$ cat src/design/ppc_pkg.sv
// constants, types and drive function for the parallel port block
// How it works
// - port 1 latch, eight bits, one per pin; writes drive, reads see pins.
// - port 2 latch, eight bits, tied bit for bit to its pins.
// - port 3 latch; top three bits reach pins only on large package.
// - port 0 pin n mode from bit n of high:low config pair.
// - port 1 pin n mode from bit n of its config pair.
// - port 2 pin n mode: 00 od, 01 quasi, 10 hi-z, 11 push-pull.
// - port 3 pin n mode uses same four-way encoding.
// - port 0 latch, eight bits, pins governed by port 0 config pair.
package ppc_pkg;
  localparam int PPC_PORTS = 4;
  localparam int PPC_W = 8;
  localparam int PPC_AW = 6;
  // register map, byte addresses of aligned 32-bit words
  localparam logic [5:0] PPC_LATCH_OFS [PPC_PORTS] =
    '{6'h00, 6'h04, 6'h08, 6'h0C};
  localparam logic [5:0] PPC_CFG_LO_OFS [PPC_PORTS] =
    '{6'h10, 6'h18, 6'h20, 6'h28};
  localparam logic [5:0] PPC_CFG_HI_OFS [PPC_PORTS] =
    '{6'h14, 6'h1C, 6'h24, 6'h2C};
  // reset values: latches high, every pin quasi-bidirectional
  localparam logic [7:0] PPC_LATCH_RST = 8'hFF;
  localparam logic [7:0] PPC_CFG_LO_RST = 8'hFF;
  localparam logic [7:0] PPC_CFG_HI_RST = 8'h00;
  // port 3 pins that exist on every package
  localparam int PPC_P3 = 3;
  localparam logic [7:0] PPC_P3_SMALL_MASK = 8'h1F;
  localparam logic [7:0] PPC_ALL_PINS = 8'hFF;
  // bus answers
  localparam logic [1:0] PPC_RESP_OKAY = 2'h0;
  localparam logic [1:0] PPC_RESP_SLVERR = 2'h2;
  localparam logic [23:0] PPC_RDATA_PAD = 24'h000000;

  typedef enum logic [1:0] {
    PPC_OPEN_DRAIN = 2'h0,
    PPC_QUASI = 2'h1,
    PPC_HIGH_Z = 2'h2,
    PPC_PUSH_PULL = 2'h3
  } ppc_mode_type;

  // returns {drive level, output enable, weak pull-up enable}
  function automatic logic [2:0] ppc_drive(input ppc_mode_type mode,
                                            input logic level);
    logic [2:0] res;
    res = 3'h0;
    case (mode)
      PPC_OPEN_DRAIN: res = {1'b0, ~level, 1'b0};
      PPC_QUASI: res = {1'b0, ~level, level};
      PPC_HIGH_Z: res = 3'h0;
      PPC_PUSH_PULL: res = {level, 1'b1, 1'b0};
      default: res = 3'h0;
    endcase
    return res;
  endfunction : ppc_drive
endpackage : ppc_pkg

$ cat src/design/ppc_port_block.sv
// four eight-bit ports with per-pin driver modes behind axi4-lite
`timescale 1ns/100ps
module ppc_port_block
  import ppc_pkg::*;
#(
  parameter bit LARGE_PACKAGE = 1'b1
)
(
  // clock and reset
  input wire logic aclk,
  input wire logic aresetn,
  // write address channel
  input wire logic [5:0] awaddr,
  input wire logic awvalid,
  output logic awready,
  // write data channel
  input wire logic [31:0] wdata,
  input wire logic [3:0] wstrb,
  input wire logic wvalid,
  output logic wready,
  // write response channel
  output logic [1:0] bresp,
  output logic bvalid,
  input wire logic bready,
  // read address channel
  input wire logic [5:0] araddr,
  input wire logic arvalid,
  output logic arready,
  // read data channel
  output logic [31:0] rdata,
  output logic [1:0] rresp,
  output logic rvalid,
  input wire logic rready,
  // port pins, index is port number
  input wire logic [3:0][7:0] pin_in,
  output logic [3:0][7:0] pin_out,
  output logic [3:0][7:0] pin_oe,
  output logic [3:0][7:0] pin_pu
);
  typedef struct packed {
    logic [3:0][7:0] latch;
    logic [3:0][7:0] cfg_lo;
    logic [3:0][7:0] cfg_hi;
    logic awready;
    logic aw_held;
    logic [5:0] aw_addr;
    logic wready;
    logic w_held;
    logic [7:0] w_data;
    logic w_lane0;
    logic bvalid;
    logic [1:0] bresp;
    logic arready;
    logic rvalid;
    logic [31:0] rdata;
    logic [1:0] rresp;
  } ppc_state_type;

  ppc_state_type st_reg;
  ppc_state_type st_next;
  logic [7:0] rd_data;
  logic rd_hit;
  logic [3:0][7:0] pin_level;
  logic [3:0][7:0] avail;

  // pins missing on the small package read as zero and stay undriven
  always_comb begin
    for (int p = 0; p < PPC_PORTS; p++) begin
      avail[p] = PPC_ALL_PINS;
    end
    if (!LARGE_PACKAGE) begin
      avail[PPC_P3] = PPC_P3_SMALL_MASK;
    end
    for (int p = 0; p < PPC_PORTS; p++) begin
      pin_level[p] = pin_in[p] & avail[p];
    end
  end

  ppc_read_mux u_rd (
    .addr(araddr),
    .pin_level(pin_level),
    .cfg_lo(st_reg.cfg_lo),
    .cfg_hi(st_reg.cfg_hi),
    .data(rd_data),
    .hit(rd_hit)
  );

  // next-state: write path holds address and data until both arrive,
  // so the master may offer them in either order
  always_comb begin
    st_next = st_reg;
    if (awvalid && st_reg.awready) begin
      st_next.aw_held = 1'b1;
      st_next.aw_addr = awaddr;
    end
    if (wvalid && st_reg.wready) begin
      st_next.w_held = 1'b1;
      st_next.w_data = wdata[7:0];
      st_next.w_lane0 = wstrb[0];
    end
    if (st_reg.bvalid && bready) begin
      st_next.bvalid = 1'b0;
    end
    // commit: only byte lane 0 carries register bits
    if (st_next.aw_held && st_next.w_held && !st_next.bvalid) begin
      st_next.bresp = PPC_RESP_SLVERR;
      for (int p = 0; p < PPC_PORTS; p++) begin
        if (st_next.aw_addr == PPC_LATCH_OFS[p]) begin
          st_next.bresp = PPC_RESP_OKAY;
          if (st_next.w_lane0) begin
            st_next.latch[p] = st_next.w_data;
          end
        end
        if (st_next.aw_addr == PPC_CFG_LO_OFS[p]) begin
          st_next.bresp = PPC_RESP_OKAY;
          if (st_next.w_lane0) begin
            st_next.cfg_lo[p] = st_next.w_data;
          end
        end
        if (st_next.aw_addr == PPC_CFG_HI_OFS[p]) begin
          st_next.bresp = PPC_RESP_OKAY;
          if (st_next.w_lane0) begin
            st_next.cfg_hi[p] = st_next.w_data;
          end
        end
      end
      st_next.bvalid = 1'b1;
      st_next.aw_held = 1'b0;
      st_next.w_held = 1'b0;
    end
    // one write in flight: no new beat until the response is taken
    st_next.awready = !st_next.aw_held && !st_next.bvalid;
    st_next.wready = !st_next.w_held && !st_next.bvalid;
    // read path: one read in flight, data sampled at address handshake
    if (st_reg.rvalid && rready) begin
      st_next.rvalid = 1'b0;
    end
    if (arvalid && st_reg.arready) begin
      st_next.rvalid = 1'b1;
      st_next.rdata = {PPC_RDATA_PAD, rd_data};
      st_next.rresp = rd_hit ? PPC_RESP_OKAY : PPC_RESP_SLVERR;
    end
    st_next.arready = !st_next.rvalid;
  end

  // state register
  always_ff @(posedge aclk) begin
    if (!aresetn) begin
      for (int p = 0; p < PPC_PORTS; p++) begin
        st_reg.latch[p] <= PPC_LATCH_RST;
        st_reg.cfg_lo[p] <= PPC_CFG_LO_RST;
        st_reg.cfg_hi[p] <= PPC_CFG_HI_RST;
      end
      st_reg.awready <= 1'b1;
      st_reg.aw_held <= 1'b0;
      st_reg.aw_addr <= 6'h00;
      st_reg.wready <= 1'b1;
      st_reg.w_held <= 1'b0;
      st_reg.w_data <= 8'h00;
      st_reg.w_lane0 <= 1'b0;
      st_reg.bvalid <= 1'b0;
      st_reg.bresp <= PPC_RESP_OKAY;
      st_reg.arready <= 1'b1;
      st_reg.rvalid <= 1'b0;
      st_reg.rdata <= 32'h00000000;
      st_reg.rresp <= PPC_RESP_OKAY;
    end else begin
      st_reg <= st_next;
    end
  end

  // one registered driver per port, each on its own config pair
  for (genvar p = 0; p < PPC_PORTS; p++) begin : g_port
    ppc_pin_drive u_drv (
      .aclk(aclk),
      .aresetn(aresetn),
      .latch(st_reg.latch[p]),
      .cfg_lo(st_reg.cfg_lo[p]),
      .cfg_hi(st_reg.cfg_hi[p]),
      .pin_avail(avail[p]),
      .pin_out(pin_out[p]),
      .pin_oe(pin_oe[p]),
      .pin_pu(pin_pu[p])
    );
  end

  // bus outputs straight from the state register
  assign awready = st_reg.awready;
  assign wready = st_reg.wready;
  assign bvalid = st_reg.bvalid;
  assign bresp = st_reg.bresp;
  assign arready = st_reg.arready;
  assign rvalid = st_reg.rvalid;
  assign rdata = st_reg.rdata;
  assign rresp = st_reg.rresp;

  // per port: every register takes lane 0, reads see pins or config
  for (genvar p = 0; p < PPC_PORTS; p++) begin : g_reg_chk

  end
endmodule : ppc_port_block

$ cat src/design/ppc_pin_drive.sv
// registered pin driver for one eight-bit port
`timescale 1ns/100ps
module ppc_pin_drive
  import ppc_pkg::*;
(
  // clock and reset
  input wire logic aclk,
  input wire logic aresetn,
  // latch and configuration
  input wire logic [7:0] latch,
  input wire logic [7:0] cfg_lo,
  input wire logic [7:0] cfg_hi,
  input wire logic [7:0] pin_avail,
  // pin drivers
  output logic [7:0] pin_out,
  output logic [7:0] pin_oe,
  output logic [7:0] pin_pu
);
  typedef struct packed {
    logic [7:0] out;
    logic [7:0] oe;
    logic [7:0] pu;
  } ppc_drv_type;

  ppc_drv_type drv_reg;
  ppc_drv_type drv_next;
  logic [7:0] bit_out;
  logic [7:0] bit_oe;
  logic [7:0] bit_pu;

  // each pin: mode code is {high bit, low bit} of the config pair
  for (genvar i = 0; i < PPC_W; i++) begin : g_pin
    logic [2:0] d;
    assign d = ppc_drive(ppc_mode_type'({cfg_hi[i], cfg_lo[i]}), latch[i]);
    // missing package pins are never driven
    assign bit_out[i] = d[2] & pin_avail[i];
    assign bit_oe[i] = d[1] & pin_avail[i];
    assign bit_pu[i] = d[0] & pin_avail[i];
  end

  always_comb begin
    drv_next.out = bit_out;
    drv_next.oe = bit_oe;
    drv_next.pu = bit_pu;
  end

  // registered so the pins never see decode glitches
  always_ff @(posedge aclk) begin
    if (!aresetn) begin
      drv_reg <= '0;
    end else begin
      drv_reg <= drv_next;
    end
  end

  assign pin_out = drv_reg.out;
  assign pin_oe = drv_reg.oe;
  assign pin_pu = drv_reg.pu;

  for (genvar i = 0; i < PPC_W; i++) begin : g_chk

  end
endmodule : ppc_pin_drive

$ cat src/design/ppc_read_mux.sv
// register read decode for the port block
`timescale 1ns/100ps
module ppc_read_mux
  import ppc_pkg::*;
(
  // address
  input wire logic [5:0] addr,
  // sources
  input wire logic [3:0][7:0] pin_level,
  input wire logic [3:0][7:0] cfg_lo,
  input wire logic [3:0][7:0] cfg_hi,
  // result
  output logic [7:0] data,
  output logic hit
);
  // latch addresses return the pin level, as a port read does
  always_comb begin
    data = 8'h00;
    hit = 1'b0;
    for (int p = 0; p < PPC_PORTS; p++) begin
      if (addr == PPC_LATCH_OFS[p]) begin
        data = pin_level[p];
        hit = 1'b1;
      end
      if (addr == PPC_CFG_LO_OFS[p]) begin
        data = cfg_lo[p];
        hit = 1'b1;
      end
      if (addr == PPC_CFG_HI_OFS[p]) begin
        data = cfg_hi[p];
        hit = 1'b1;
      end
    end
  end
endmodule : ppc_read_mux

$ cat config.mk
export PLATFORM = sky130hd
export DESIGN_NAME = ppc_port_block
export DESIGN_NICKNAME = d
export VERILOG_FILES = /design/src/design/ppc_pkg.sv /design/src/design/ppc_port_block.sv /design/src/design/ppc_pin_drive.sv /design/src/design/ppc_read_mux.sv
export SDC_FILE = /design/constraint.sdc
export NUM_CORES = 1
export LEC_CHECK = 0
export BUFFER_PORTS_ARGS = -buffer_cell sky130_fd_sc_hd__buf_4
export CAP_MARGIN = 20
export CORE_MARGIN = 5
export CORE_UTILIZATION = 49
export CTS_BUF_LIST = sky130_fd_sc_hd__clkbuf_16
export DETAILED_ROUTE_END_ITERATION = 10
export PLACE_DENSITY = 0.76
export SLEW_MARGIN = 20
export SYNTH_ARGS = -nofsm -noshare
export SYNTH_HDL_FRONTEND = slang
export SYNTH_HIERARCHICAL = 1
export SYNTH_SLANG_ARGS = --single-unit
$ cat constraint.sdc
create_clock -name aclk -period 1.84 [get_ports aclk]
set_input_delay 0.368 -clock aclk [delete_from_list [all_inputs] [get_ports aclk]]
set_output_delay 0.368 -clock aclk [all_outputs]
set_load 0.005 [all_outputs]
==> impl_results.md <==
* Clock power share at 0.428
* Largest register FFs at 113
* Setup Crit Path Kind: flip-flop to flip-flop
* Clock root cell: clkbuf_16
* Clk buf depth at 3
* Post-route antenna net violation count at 0
* I/O Buffers at between 150 and 200
* Core Area at 0.0201 mm^2
* Die ar. at about 0.023 mm^2
* Placed Area at 0.0124 mm^2
* Switching part of the total at 0.245
* Internal power at 0.00842 W
* Vias in the first global route at 8135
* Setup violators final at 0
* Library cells used by synthesis at just under 70
* Die width at 153 um
* WL per Instance at ~17 um
* Hpwl dp at 21.5 mm
* Share of cells above drive strength 1 at 0.283
* DR vias at 8414
* Tmin final at approximately 1.8 ns
* DRT Wirelength at 28.4 mm
* Area Growth Syn to Fin at 33.9%
* H-Tree Depth at 1
* First-pass detailed-route iteration total at 5
* Largest net degree at the start of global routing at 42
* #FFs+latches synth at ~220
* Startpoint type of the worst setup path: flip-flop
* MaxCap Viol Count at 0
* Yosys top cell area share at 0.450
* Via density at 5.11
* Crit. End Element: flip-flop
* Hold Crit Class: input pin to flip-flop
* Static leakage at a little under 6 nW
* Routability congestion estimate at 0.933
* Register area share after synthesis at 0.450
* Mapped Cells at around 1.0k
* Antenna violations before repair at 0
* RSZ-0062 raised after global routing: yes
* Total Routing Usage GR at 0.233
* Worst slack, placed at -0.199 ns
* Status: complete, no violations
* Layout Nets at 1446
* P_sw at 0.00274 W
* Total CTS buffers at 24
* VDD IR-drop max at 0.601 mV
* Setup TNS at 0 ns
* Ports at between 200 and 250
* Fmax at approximately 0.55 GHz
* Reg power frac at 0.449
* Pwr/cell area at 836 mW/mm^2
* DRT iter0 DRCs at 627
* Synth warn at 6
* CTS tree: done
* DRC violations left at 0
* Max Slew Vio Count at 0
* CP arrival at 2.23 ns
* Synth Cell Area at roughly 0.01 mm^2
* Number of flops mapped to enable cells by yosys at 0
* Die Ht at approximately 150 um
* Worst setup margin at between 0.005 and 0.006 ns
* # rows at 52
* Skew final at 0.0251 ns
* Reg clk slew, reported paths at around 0.060 ns
* CP Max Fanout at 8
* Post-route cell area at 0.0133 mm^2
* Combinational power share at 0.124
* Worst-Skew Late Latency at roughly 0.53 ns
* Multi-input combinational cell area at slightly above 0.005 mm^2
* Ys async rst share at 0
* Fillcell total at 1627
* First-pass GRT wire length at about 44 mm
* Crit path required time at 2.24 ns
* N_diodes at 0
* Seq. cell area at 0.00449 mm^2
* Final worst path period share at 0.997
* Ys flop type: dfxtp_1
* Synth Area per Inst at 9.49 um^2
* Tot Pwr at 0.0112 W
* Synth area leader: dfxtp_1
* GRT overflow at 0
* Synth area leaders: dfxtp_1, mux2i_1, nor2b_1, nand2_1, nor2_1
* Final Hold Viols at 0
* CTS sink count at about 220
* Initial Util at 0.495
-- worst max-delay path, cell delays in order, from the launching register on --
cell      delay (ns)
dfxtp_4         0.41
buf_6           0.11
and4bb_2        0.27
o22ai_4         0.08
or4b_1          0.54
buf_6           0.18
mux2i_1         0.12
-- synth_stat cells (17+ instances only) --
master and instances:
mux2i_1 120, nor2b_1 107, a21boi_0 17, buf_2 18, nand2_1 97, dfxtp_1 224, nand4_1 35, buf_4 41
a211oi_1 26, clkbuf_1 17, nor2_1 86, a21oi_1 17, inv_1 44
-- power by group through the flow --
| stage | registers (W) | logic (W) | clock network [W] |
|---|---|---|---|
| after global placement | 0.00511 | 0.00128 | 0 |
| final | 0.00500 | 0.00138 | 0.00477 |
| after CTS | 0.00500 | 0.00133 | 0.00487 |
| after global routing | 0.00501 | 0.00147 | 0.00508 |
| after floorplan | 0.00510 | 0.000705 | 0 |
| after detailed placement | 0.00511 | 0.00129 | 0 |
-- metrics by stage --
step | hold WS [ns] | std cells | util
after detailed placement | 0.431 | 1601 | 0.616
after floorplan | 0.415 | 1137 | -
after global routing | 0.153 | 1646 | 0.663
final | 0.124 | 1646 | 0.663
after CTS | 0.109 | 1646 | 0.659
after global placement | 0.422 | 1601 | 0.616
-- layer usage --
metal | vias up | wire (um) | track usage
met5 | - | 0 | 0
met4 | 0 | 887 | 0.0692
met3 | 53 | 1960 | 0.0454
met2 | 289 | 13700 | 0.399
met1 | 3968 | 11800 | 0.299
li1 | 4104 | - | -
-- timing repair --
item                       in CTS  in global routing
gates cloned                    0                  0
setup buffers                   2                  1
pin swaps                       0                  6
gates resized for setup        10                 20
setup endpoints to repair      56                 58
hold buffers                    0                  0
-- cell usage in the layout (no fill, tap or decap), types with 5 or more instances in the layout --
master,instances
nand3_1,8
nand4_1,35
o22ai_1,11
clkbuf_16,24
a22oi_1,7
nor2b_1,106
a211oi_2,10
o22a_1,5
dfxtp_1,221
a21boi_0,15
a21oi_1,14
mux2i_1,119
nor2_1,86
nand2b_1,14
inv_1,47
buf_4,266
a21o_1,5
nor3b_1,5
nand2_2,8
buf_6,9
clkinv_2,5
buf_12,17
nand2_1,97
and2_1,11
a211oi_1,24
o21ai_0,13
conb_1,90
-- final timing paths --
kind	start	end	slack, ns	cells after the start
setup / recovery	awready	st_reg[87]	0.005	6
hold / removal	awaddr[0]	st_reg[50]	0.12	3
setup reg to reg	awready	st_reg[87]	0.005	6
hold reg to reg	st_reg[151]	g_port[3].u_drv/pin_oe[5]	0.46	1
-- kinds of logic after synthesis --
logic type | count (synthesis) | synth area share
and+or+nand+nor | 407 | 0.217
DFF | 224 | 0.450
AOI/OAI and AO/OA | 150 | 0.118
buffers and inverters | 141 | 0.0834
muxes | 125 | 0.131
other | 2 | 0.000754
-- final cells by class --
class                           instances  share of cell area
Timing Repair Buffer                  293               0.184
Sequential cell                       224               0.337
Clock buffer                           24              0.0450
Inverter                               44              0.0124
Clock inverter                         19              0.0138
Tap cell                              270              0.0253
Multi-Input combinational cell        772               0.383
Power figures use the tool's default switching activity.
